## src/rtl/hpi_pkg.sv

```systemverilog
// Purpose: shared constants and carrier types for the host port block
// Assumes: one clock, asynchronous active-low reset, synchronous pin inputs
// Notes:   the register contents below stand in for the channel logic
package hpi_pkg;
   localparam int   DATA_W     = 8;
   localparam int   REG_SEL_W  = 3;
   localparam int   NUM_CHAN   = 2;
   localparam int   NUM_REGS   = 8;
   localparam logic [7:0] REG_RESET = 8'h00;
   // register index holding interrupt enables, and the one showing status
   localparam logic [2:0] IDX_INT_ENABLE = 3'h1;
   localparam logic [2:0] IDX_INT_STATUS = 3'h2;
   localparam logic [7:0] STATUS_NONE    = 8'h01;
   localparam logic [7:0] STATUS_PEND    = 8'h00;

   typedef struct packed {
      logic       sel_n;     // chip select, active low
      logic       read;      // high: read, low: write
      logic       chan;      // channel select address bit
      logic [2:0] reg_sel;   // register select address bits
      logic [7:0] wdata;     // data bus value from the host
   } hpi_req_type;

   typedef enum logic [2:0] {
      ST_IDLE  = 3'b001,
      ST_READ  = 3'b010,
      ST_WRITE = 3'b100
   } hpi_state_type;
endpackage

```

## src/rtl/hpi_chan_regs.sv

```systemverilog
// Purpose: register file of one channel seen through the host port
// Assumes: write strobe is one cycle per access
// Notes:   status register is computed, not stored
`timescale 1ns/1ps
module hpi_chan_regs #(
   parameter int NUM_SRC = 4
) (
   input  wire logic               clk_i,
   input  wire logic               resetn_i,
   input  wire logic               wr_i,
   input  wire logic [2:0]         sel_i,
   input  wire logic [7:0]         wdata_i,
   input  wire logic [NUM_SRC-1:0] src_i,
   output logic      [7:0]         rdata_o,
   output logic                    irq_o
);
   logic [7:0] regs      [hpi_pkg::NUM_REGS];
   logic [7:0] next_regs [hpi_pkg::NUM_REGS];
   logic [NUM_SRC-1:0] enabled;

   // capture the bus into the addressed register
   always_comb begin
      for (int i = 0; i < hpi_pkg::NUM_REGS; i++) begin
         next_regs[i] = regs[i];
      end
      if (wr_i) begin
         next_regs[sel_i] = wdata_i;
      end
   end

   always_ff @(posedge clk_i or negedge resetn_i) begin
      if (!resetn_i) begin
         for (int i = 0; i < hpi_pkg::NUM_REGS; i++) begin
            regs[i] <= hpi_pkg::REG_RESET;
         end
      end else begin
         regs <= next_regs;
      end
   end

   // the addressed register holds the bus value one edge after the strobe
   chk_write_lands: assert property (
      @(posedge clk_i) disable iff (!resetn_i)
      wr_i |=> (regs[$past(sel_i)] == $past(wdata_i)))
      else $error("write did not land in the addressed register");

   // a source only counts when its enable bit is set
   assign enabled = src_i & regs[hpi_pkg::IDX_INT_ENABLE][NUM_SRC-1:0];
   assign irq_o   = |enabled;

   // status reads back pending state, other indices read stored value
   always_comb begin
      if (sel_i == hpi_pkg::IDX_INT_STATUS) begin
         rdata_o = irq_o ? hpi_pkg::STATUS_PEND : hpi_pkg::STATUS_NONE;
      end else begin
         rdata_o = regs[sel_i];
      end
   end
endmodule // hpi_chan_regs

```

## src/rtl/hpi_host_port.sv

```systemverilog
// Purpose: parallel host port with read/write direction and shared interrupt
// Assumes: host holds address and data stable while chip select is low
// Notes:   one access per chip select assertion; bus pins split into i/o/oe
//          a write lands on the first edge that sees chip select low; read
//          data appears one edge after that and stands until select rises
//          the interrupt pin is open-drain style: only its enable ever moves
`timescale 1ns/1ps
module hpi_host_port #(
   parameter int NUM_SRC = 4
) (
   input  wire logic                       CLK_SYS_I,
   input  wire logic                       RESETN_I,
   input  wire logic                       CS_N_I,
   input  wire logic                       READ_I,
   input  wire logic                       CHAN_SEL_I,
   input  wire logic [2:0]                 REG_SEL_I,
   input  wire logic [7:0]                 DATA_I,
   input  wire logic [NUM_SRC-1:0]         SRC_A_I,
   input  wire logic [NUM_SRC-1:0]         SRC_B_I,
   output logic      [7:0]                 DATA_O,
   output logic                            DATA_OE_O,
   output logic                            IRQ_N_O,
   output logic                            IRQ_OE_O
);
   hpi_pkg::hpi_req_type   req;
   hpi_pkg::hpi_state_type state;
   hpi_pkg::hpi_state_type next_state;
   logic [7:0]             next_data;
   logic                   next_oe;
   logic                   next_irq_oe;
   logic [hpi_pkg::NUM_CHAN-1:0] wr;
   logic [hpi_pkg::NUM_CHAN-1:0] irq;
   logic [7:0]             rdata [hpi_pkg::NUM_CHAN];
   logic [7:0]             sel_rdata;

   assign req = '{sel_n: CS_N_I, read: READ_I, chan: CHAN_SEL_I,
                  reg_sel: REG_SEL_I, wdata: DATA_I};

   // one register file per channel, picked by the channel address bit
   genvar g;
   generate
      for (g = 0; g < hpi_pkg::NUM_CHAN; g++) begin : g_chan
         assign wr[g] = (state == hpi_pkg::ST_IDLE) && !req.sel_n && !req.read
                        && (req.chan == 1'(g));
         hpi_chan_regs #(.NUM_SRC(NUM_SRC)) u_regs (
            .clk_i    (CLK_SYS_I),
            .resetn_i (RESETN_I),
            .wr_i     (wr[g]),
            .sel_i    (req.reg_sel),
            .wdata_i  (req.wdata),
            .src_i    ((g == 0) ? SRC_A_I : SRC_B_I),
            .rdata_o  (rdata[g]),
            .irq_o    (irq[g])
         );
      end
   endgenerate

   // read mux sits ahead of the output flops so the pins stay registered
   assign sel_rdata = rdata[req.chan];

   // access sequencer: one transfer, then wait for chip select to rise
   always_comb begin
      next_state = state;
      next_data  = DATA_O;
      next_oe    = 1'b0;
      case (state)
         hpi_pkg::ST_IDLE: begin
            if (!req.sel_n) begin
               next_state = req.read ? hpi_pkg::ST_READ : hpi_pkg::ST_WRITE;
            end
         end
         hpi_pkg::ST_READ: begin
            if (req.sel_n || !req.read) begin
               next_state = hpi_pkg::ST_IDLE;
            end else begin
               next_data = sel_rdata;
               next_oe   = 1'b1;
            end
         end
         hpi_pkg::ST_WRITE: begin
            if (req.sel_n) begin
               next_state = hpi_pkg::ST_IDLE;
            end
         end
         default: next_state = hpi_pkg::ST_IDLE;
      endcase
   end

   // either channel pulls the shared line; never driven high
   assign next_irq_oe = |irq;

   always_ff @(posedge CLK_SYS_I or negedge RESETN_I) begin
      if (!RESETN_I) begin
         state     <= hpi_pkg::ST_IDLE;
         DATA_O    <= hpi_pkg::REG_RESET;
         DATA_OE_O <= 1'b0;
         IRQ_OE_O  <= 1'b0;
         IRQ_N_O   <= 1'b0;
      end else begin
         state     <= next_state;
         DATA_O    <= next_data;
         DATA_OE_O <= next_oe;
         IRQ_OE_O  <= next_irq_oe;
         IRQ_N_O   <= 1'b0;
      end
   end

   // bus is driven only while a read is in progress
   chk_bus_release: assert property (
      @(posedge CLK_SYS_I) disable iff (!RESETN_I)
      DATA_OE_O |-> !$past(CS_N_I) && $past(READ_I))
      else $error("data bus driven outside a read");

   // a request from either channel pulls the shared line one edge later
   chk_irq_merge: assert property (
      @(posedge CLK_SYS_I) disable iff (!RESETN_I)
      (irq[0] || irq[1]) |=> IRQ_OE_O)
      else $error("channel request did not pull the shared line");

   // with nothing enabled pending the line is let go
   chk_irq_clear: assert property (
      @(posedge CLK_SYS_I) disable iff (!RESETN_I)
      !(irq[0] || irq[1]) |=> !IRQ_OE_O)
      else $error("shared line pulled with nothing enabled pending");

   // the level under the enable is never a high drive
   chk_irq_low_only: assert property (
      @(posedge CLK_SYS_I) disable iff (!RESETN_I)
      IRQ_OE_O |-> !IRQ_N_O)
      else $error("shared line driven high");

   // read data is the addressed register of the addressed channel
   chk_read_data: assert property (
      @(posedge CLK_SYS_I) disable iff (!RESETN_I)
      (state == hpi_pkg::ST_READ && !CS_N_I && READ_I) |=>
      DATA_OE_O && DATA_O == $past(sel_rdata))
      else $error("read did not return the addressed register");

   // a held chip select must not repeat the write strobe
   chk_one_write: assert property (
      @(posedge CLK_SYS_I) disable iff (!RESETN_I)
      (wr != 2'b00) |=> (wr == 2'b00))
      else $error("more than one write per chip select");

   // the strobe goes to the selected channel only, and only for a write
   chk_write_sel: assert property (
      @(posedge CLK_SYS_I) disable iff (!RESETN_I)
      (wr != 2'b00) |-> !CS_N_I && !READ_I && wr[CHAN_SEL_I] && $onehot(wr))
      else $error("write strobe to wrong channel");

   // a write in progress never turns the bus around
   chk_no_oe_write: assert property (
      @(posedge CLK_SYS_I) disable iff (!RESETN_I)
      (!CS_N_I && !READ_I) ##1 (!CS_N_I && !READ_I) |-> !DATA_OE_O)
      else $error("data bus driven during a write");

   // a read request seen in idle moves to the read state
   chk_read_enter: assert property (
      @(posedge CLK_SYS_I) disable iff (!RESETN_I)
      (state == hpi_pkg::ST_IDLE && !CS_N_I && READ_I) |=> (state == hpi_pkg::ST_READ))
      else $error("read request not taken");

   // a write request seen in idle moves to the write wait state
   chk_write_enter: assert property (
      @(posedge CLK_SYS_I) disable iff (!RESETN_I)
      (state == hpi_pkg::ST_IDLE && !CS_N_I && !READ_I) |=> (state == hpi_pkg::ST_WRITE))
      else $error("write request not taken");

   // chip select high ends any access on the next edge
   chk_cs_return: assert property (
      @(posedge CLK_SYS_I) disable iff (!RESETN_I)
      (state != hpi_pkg::ST_IDLE && CS_N_I) |=> (state == hpi_pkg::ST_IDLE))
      else $error("access did not end after chip select rose");

   // no access starts without chip select
   chk_idle_hold: assert property (
      @(posedge CLK_SYS_I) disable iff (!RESETN_I)
      (state == hpi_pkg::ST_IDLE && CS_N_I) |=> (state == hpi_pkg::ST_IDLE))
      else $error("access started without chip select");

   // driven read data is dropped one edge after chip select rises
   chk_oe_drop: assert property (
      @(posedge CLK_SYS_I) disable iff (!RESETN_I)
      (DATA_OE_O && CS_N_I) |=> !DATA_OE_O)
      else $error("data bus still driven after chip select rose");

   // the bus is released whenever the port sits idle
   chk_oe_idle: assert property (
      @(posedge CLK_SYS_I) disable iff (!RESETN_I)
      (state == hpi_pkg::ST_IDLE) |-> !DATA_OE_O)
      else $error("data bus driven while idle");

   // the bus is released while a write waits for chip select to rise
   chk_oe_in_write: assert property (
      @(posedge CLK_SYS_I) disable iff (!RESETN_I)
      (state == hpi_pkg::ST_WRITE) |-> !DATA_OE_O)
      else $error("data bus driven in the write wait state");

   // the bus turns around only out of the read state
   chk_oe_source: assert property (
      @(posedge CLK_SYS_I) disable iff (!RESETN_I)
      $rose(DATA_OE_O) |-> ($past(state) == hpi_pkg::ST_READ))
      else $error("data bus enabled outside the read state");

   // read data keeps standing while the host holds the read
   chk_read_hold: assert property (
      @(posedge CLK_SYS_I) disable iff (!RESETN_I)
      (DATA_OE_O && state == hpi_pkg::ST_READ && !CS_N_I && READ_I) |=> DATA_OE_O)
      else $error("read data dropped while the read was held");

   // strobes only come out of idle
   chk_no_wr_busy: assert property (
      @(posedge CLK_SYS_I) disable iff (!RESETN_I)
      (state != hpi_pkg::ST_IDLE) |-> (wr == '0))
      else $error("write strobe outside idle");

   // no strobe without chip select
   chk_wr_needs_cs: assert property (
      @(posedge CLK_SYS_I) disable iff (!RESETN_I)
      CS_N_I |-> (wr == '0))
      else $error("write strobe without chip select");

   // both channels asking at once still pull the one line
   chk_irq_both: assert property (
      @(posedge CLK_SYS_I) disable iff (!RESETN_I)
      (irq[0] && irq[1]) |=> IRQ_OE_O)
      else $error("joint request did not pull the shared line");

   // the line is let go only once every channel is quiet
   chk_irq_release: assert property (
      @(posedge CLK_SYS_I) disable iff (!RESETN_I)
      $fell(IRQ_OE_O) |-> !$past(irq[0]) && !$past(irq[1]))
      else $error("shared line released with a request pending");

   // the line is pulled only for an enabled pending source
   chk_irq_rise: assert property (
      @(posedge CLK_SYS_I) disable iff (!RESETN_I)
      $rose(IRQ_OE_O) |-> ($past(irq[0]) || $past(irq[1])))
      else $error("shared line pulled with no request");

   // a corrupted state code falls to the default branch, which releases the bus and returns to idle
   chk_state_legal: assert property (
      @(posedge CLK_SYS_I) disable iff (!RESETN_I)
      $onehot(state))
      else $error("access sequencer state is not one-hot");
endmodule // hpi_host_port

```

## config.mk

```make
export PLATFORM = sky130hd
export DESIGN_NAME = hpi_host_port
export DESIGN_NICKNAME = d
export VERILOG_FILES = /design/src/rtl/hpi_pkg.sv /design/src/rtl/hpi_chan_regs.sv /design/src/rtl/hpi_host_port.sv
export SDC_FILE = /design/constraint.sdc
export NUM_CORES = 1
export LEC_CHECK = 0
export ABC_CLOCK_PERIOD_IN_PS = 4300
export BUFFER_PORTS_ARGS = -buffer_cell sky130_fd_sc_hd__buf_2
export CAP_MARGIN = 20
export CORE_AREA = 8 8 117 119
export CTS_CLUSTER_DIAMETER = 60
export DETAILED_ROUTE_END_ITERATION = 7
export DIE_AREA = 0 0 125 127
export PLACE_DENSITY = 0.79
export SKIP_CTS_REPAIR_TIMING = 1
export SKIP_LAST_GASP = 1
export SYNTH_ARGS = -nofsm -noshare
export SYNTH_HDL_FRONTEND = slang
export SYNTH_SLANG_ARGS = --single-unit
```

## constraint.sdc

```tcl
create_clock -name CLK_SYS_I -period 4.3 [get_ports CLK_SYS_I]
set_input_delay 0.43 -clock CLK_SYS_I [delete_from_list [all_inputs] [get_ports CLK_SYS_I]]
set_output_delay 0.43 -clock CLK_SYS_I [all_outputs]
set_load 0.05 [all_outputs]
```

==> metrics.csv, run 1 <==
metric,value,unit
status,completed,
CP Class,input port to flop,
"Net Count, Synth",458,
core box area,11800,µm²
Post-DP HPWL,9360,µm
share of the synthesized area in the top cell type,0.521,
placed insts,588,
NumNets Final,484,
H-tree depth,4,
cell area after placement,6300,µm²
Tightest Hold Check Type,input port to async pin,
Pwr Density,541,nW/µm²
sw frac,0.258,
largest net degree at the start of global routing,64,
max_slew headroom,0.375,
Synth async-reset ratio,1.00,
top post-synthesis cells by count,"128 x mux2_2, 126 x dfrtp_1, 14 x buf_2",
"EDFF count, synth",0,
clk slew on worst S/H paths,0.06,ns
f_max,387,MHz
sequential area share after synthesis,0.525,
power share of the combinational group,0.164,
Starting Density,0.513,
total track usage,0.185,
Pleak,3.22,nW
die area,15900,µm²
# setup viols final,0,
PortBufs,33,
DR pass1 iterations,4,
"count leader, synth",mux2_2,
routed len/inst,23.0,µm
crit path capture type,flop,
remaining antenna violation count,0,
final number of hold-violating endpoints,0,
Int Pwr,0.00279,W
Vias/cell,6.24,
fin. max-slew vios,0,
actual slew at the worst max-slew pin,0.938,ns
#FFs+latches synth,127,
global route total overflow,0,
type of origin of the critical path,input port,
RSZ-0062 raised after global routing,no,
Tot Pwr,0.00376,W
Final Cell Area,6940,µm²
vias in the first global route,4060,
synth top area cells,"dfrtp_1 52%, mux2_2 24%, mux4_2 3.3%",
die width,125,µm
ANT cells,0,
Final Non-Filler Cells,619,
gate count after technology mapping,434,
Cell Rows,40,
1st-iter DRT viols,460,
fin crit period,2.58,ns
Yosys top cell by area,dfrtp_1,
worst endpoint required time,4.59,ns
layout filler cell count,921,
"Primary FF master, synth",dfrtp_1,
critical-path cell list,buf_2 -> inv_1 -> nor4_4 -> mux2_2,
synth warn,0,
sequential power share,0.420,
initial antenna violation count,0,
Psw,0.000970,W
Tcrit/Tclk final,0.601,
clock skew,0.00457,ns
CTS buffer count,17,
Max stage delay on crit path,0.76,ns
CTS Buffer Depth,2,
layout cells sized above 1,0.472,
syn avg cell area,14.0,µm²
Die Ht,127,µm
"Slowest-stage cell, CP",nor4_4,
Fin Hold WS,0.100,ns
setup TNS,0,ns
num ports,35,
WP data arrival,2.87,ns
CTS tree,yes,
worst skew pair latency,0.41,ns
clock group share of total power,0.416,
cell area after synthesis,6060,µm²
area grow syn2layout,14.6,%
CTS root buffer,clkbuf_16,
total number of vias,3863,
first-pass GRT wire length,22800,µm
routability congestion estimate,0.794,
final WL,14200,µm
max_cap viols,0,
crit path max fanout,36,
clk sinks,127,
VDD IR max,231,µV
number of remaining DRC errors,0,
Synth cell types,51,
path summary, 6_finish.rpt:
kind | from | to | slack (ns) | depth (start not counted)
max in group asynchronous | RESETN_I | g_chan[1].u_regs.regs[19] | 3.24 | 2
setup reg to reg | state[2] | g_chan[0].u_regs.regs[28] | 2.09 | 4
min in group CLK_SYS_I | CS_N_I | state[2] | 0.26 | 2
setup / recovery | REG_SEL_I[1] | g_chan[0].u_regs.regs[39] | 1.72 | 4
hold / removal | RESETN_I | g_chan[0].u_regs.regs[10] | 0.10 | 1
hold reg to reg | DATA_O[2] | DATA_O[2] | 0.49 | 2
cells by family (layout without fill, tap and decap cells):
kind of cell / count (synthesis) / in the layout / share of synthesized area
DFF: 127 / 127 / 0.525
muxes: 145 / 145 / 0.285
buffers and inverters: 37 / 75 / 0.0283
other: 1 / 1 / 0.000619
AOI/OAI and AO/OA: 58 / 58 / 0.0760
and+or+nand+nor: 65 / 65 / 0.0839
xor gates and xnor gates: 1 / 1 / 0.00145
area by class of cell:
cell class / count / area [µm²] / area share
Clock inverter: 11 / 188 / 0.0270
Clock buffer: 20 / 457 / 0.0658
Multi-Input combinational cell: 270 / 2710 / 0.390
Inverter: 6 / 22.5 / 0.00324
Timing Repair Buffer: 38 / 205 / 0.0296
Tap cell: 147 / 184 / 0.0265
Sequential cell: 127 / 3180 / 0.458
flip-flops by register name, indices dropped and copies added, names as in the netlist:
signal,cells
DATA_OE_O,1
g_chan.u_regs.regs,114
state,3
DATA_O,8
IRQ_OE_O,1
routing by layer:
| metal | wire (µm) | track usage | share of wire |
|---|---|---|---|
| met1 | 5800 | 0.232 | 0.41 |
| met2 | 6950 | 0.300 | 0.49 |
| met3 | 1110 | 0.0503 | 0.078 |
| met4 | 372 | 0.0731 | 0.026 |
| met5 | 0 | 0 | 0 |
cell usage in the layout (no fill, tap or decap), types with 3 or more instances in the layout:
master	count
a221o_1	4
a21oi_1	3
nor2_1	8
a31oi_1	3
o211ai_1	4
mux2i_1	8
clkinv_2	3
nor4_4	5
buf_4	6
nor2b_1	4
a32o_1	4
nor3_4	3
clkinvlp_4	3
nand3_2	5
bufinv_16	5
nor3_1	5
and3b_1	5
mux2_2	128
inv_1	6
nand2b_1	5
dfrtp_1	126
o21ai_0	7
clkbuf_16	17
buf_2	32
mux4_2	9
a2111oi_0	3
nand2_1	11
a22oi_1	4
a221oi_1	13
critical path: cells and delay by family:
family	cells	cell delay [ns]
mux	1	0.42
simple gates	1	0.76
buf+inv	2	1.24
power groups by stage:
stage / registers (W) / logic, W / clock network (W)
global placement: 0.00158 / 0.000594 / 0
finish: 0.00158 / 0.000617 / 0.00156
CTS: 0.00158 / 0.000622 / 0.00157
detailed placement: 0.00159 / 0.000614 / 0
floorplan: 0.00162 / 0.000391 / 0
global route: 0.00160 / 0.000663 / 0.00163
metrics by stage:
stage                     utilization  setup slack, ns
final                           0.588             1.72
after global placement          0.533             1.51
after global routing            0.588             1.60
after detailed placement        0.533             1.42
after CTS                       0.588             1.77
after floorplan                     -             2.47
No activity file was read; power rests on OpenSTA's default activity.
==> inputs of run 2 (changes only) <==
Settings changed: ABC_CLOCK_PERIOD_IN_PS 4300 to 2150, PLACE_DENSITY 0.79 to 0.82.
Clock period 4.3 ns to 2.15 ns, I/O delays scaled along.
==> run 2 against run 1 <==
Against the previous run: first-iteration DRC count is 17% lower; via count is 3.7% higher; die area stayed put; critical path depth stayed put; cell count is 3.7% higher; flip-flop and latch count stayed put; non-clock buffer count is 23 higher; power is 89% higher; cell area is 1.9% higher; global-route usage is 0.82 points higher; largest power group unchanged; combinational power is 110% higher.
==> metrics.csv, run 2 (synthesis results as in run 1) <==
metric,value,unit,change
final WL,14600,µm,was 14200 µm
total track usage,0.193,,was 0.185
area grow syn2layout,16.8,%,was 14.6%
f_max,494,MHz,
Post-DP HPWL,9820,µm,was 9360 µm
type of origin of the critical path,flop,,was input port
Tcrit/Tclk final,0.941,,
"commonest non-fill, non-tap cell in the layout",mux2_2,,unchanged
crit path capture type,flop,,unchanged
max_cap viols,0,,unchanged
status,completed,,unchanged
R2R Setup Slk,0.13,ns,was 2.09 ns
fin crit period,2.02,ns,
DR pass1 iterations,4,,unchanged
WP data arrival,2.37,ns,was 2.87 ns
H-tree depth,4,,unchanged
fin. max-slew vios,0,,unchanged
core box area,11800,µm²,unchanged
# setup viols final,0,,unchanged
CTS buffer count,17,,unchanged
Final Non-Filler Cells,642,,was 619
Die Ht,127,µm,unchanged
placed insts,610,,was 588
VDD IR max,516,µV,was 231 µV
setup TNS,0,ns,unchanged
remaining antenna violation count,0,,unchanged
actual slew at the worst max-slew pin,0.520,ns,was 0.938 ns
largest net degree at the start of global routing,49,,was 64
vias in the first global route,4549,,was 4060
worst endpoint required time,2.50,ns,was 4.59 ns
clk slew on worst S/H paths,0.05,ns,was 0.06 ns
largest registers,"g_chan.u_regs.regs (114), DATA_O (8), state (3)",,unchanged
final number of hold-violating endpoints,0,,unchanged
1st-iter DRT viols,380,,was 460
CTS tree,yes,,unchanged
initial antenna violation count,0,,unchanged
"commonest non-fill, non-tap cells in the layout","128 x mux2_2, 126 x dfrtp_1, 32 x buf_2",,unchanged
Starting Density,0.513,,unchanged
layout cells sized above 1,0.489,,was 0.472
PortBufs,33,,unchanged
Final Cell Area,7070,µm²,was 6940 µm²
Cell Rows,40,,unchanged
NumNets Final,507,,was 484
CTS root buffer,clkbuf_16,,unchanged
routability congestion estimate,0.812,,was 0.794
Pleak,3.32,nW,was 3.22 nW
first-pass GRT wire length,24100,µm,was 22800 µm
Vias/cell,6.24,,about the same
max_slew headroom,0.651,,was 0.375
CTS Buffer Depth,2,,unchanged
Biggest register,g_chan.u_regs.regs,,unchanged
clock skew,0.00613,ns,was 0.00457 ns
Tot Pwr,0.00709,W,was 0.00376 W
cell area after placement,6510,µm²,was 6300 µm²
die width,125,µm,unchanged
Tightest Hold Check Type,input port to flop,,was input port to async pin
Layout Utilization,0.599,,was 0.588
num ports,35,,unchanged
crit path max fanout,5,,was 36
routed len/inst,22.8,µm,was 23.0 µm
clk sinks,127,,unchanged
die area,15900,µm²,unchanged
global route total overflow,0,,unchanged
number of remaining DRC errors,0,,unchanged
worst skew pair latency,0.41,ns,about the same
total number of vias,4007,,was 3863
Pwr Density,1000,nW/µm²,was 541 nW/µm²
max FFs per register,114,,unchanged
CP Class,flop to flop,,was input port to flop
RSZ-0062 raised after global routing,no,,unchanged
ANT cells,0,,unchanged
-- run 2: cell types whose count changed in the layout (fill, tap and decap cells not counted) --
cell | before | now
clkinv_2 | 3 | 4
clkbuf_8 | 2 | 4
dlygate4sd3_1 | 0 | 1
clkbuf_1 | 1 | 4
clkinvlp_4 | 3 | 1
buf_12 | 0 | 4
bufinv_16 | 5 | 1
buf_4 | 6 | 24
-- run 2: worst paths after layout --
path                            from                         to  cells past startpoint
max                         state[2]                  DATA_O[5]                      4
min reg2reg                DATA_O[6]                  DATA_O[6]                      2
max reg2reg                 state[2]                  DATA_O[5]                      4
min in group asynchronous   RESETN_I  g_chan[0].u_regs.regs[22]                      2
min                           CS_N_I                   state[2]                      2
max in group asynchronous   RESETN_I                   state[0]                      3
-- run 2: layout make-up --
| cell class | instances | area, µm² |
|---|---|---|
| Clock buffer | 25 | 495 |
| Clock inverter | 6 | 57.6 |
| Fill cell | 889 | 4740 |
| Inverter | 6 | 22.5 |
| Multi-Input combinational cell | 270 | 2710 |
| Sequential cell | 127 | 3180 |
| Tap cell | 147 | 184 |
| Timing Repair Buffer | 61 | 430 |
-- run 2: where the power goes --
| part | total, W | switching, W | internal, W |
|---|---|---|---|
| registers | 0.00316 | 0.000283 | 0.00288 |
| logic | 0.00127 | 0.000645 | 0.000623 |
| clock network | 0.00266 | 0.000963 | 0.00170 |
| total | 0.00709 | 0.00189 | 0.00520 |
-- run 2: per-layer routing --
| layer | track usage | vias to the layer above | part of all wire |
|---|---|---|---|
| li1 | - | 1741 | - |
| met1 | 0.230 | 2091 | 0.42 |
| met2 | 0.324 | 138 | 0.50 |
| met3 | 0.0516 | 37 | 0.051 |
| met4 | 0.0881 | 0 | 0.029 |
| met5 | 0 | - | 0 |
-- run 2: critical path: stages (launching register included) --
cell and delay, ns:
dfrtp_1 0.46, or3b_1 0.45, or3_1 0.49, nor4_1 0.41, a221o_1 0.16
-- run 2: per-stage QoR --
| step | hold WS (ns) | worst slack (ns) |
|---|---|---|
| after floorplan | -0.0806 | 0.348 |
| after global placement | 0.213 | 0.237 |
| after detailed placement | 0.222 | 0.166 |
| after CTS | -0.209 | 0.148 |
| after global routing | 0.0604 | 0.0497 |
| final | 0.0338 | 0.127 |
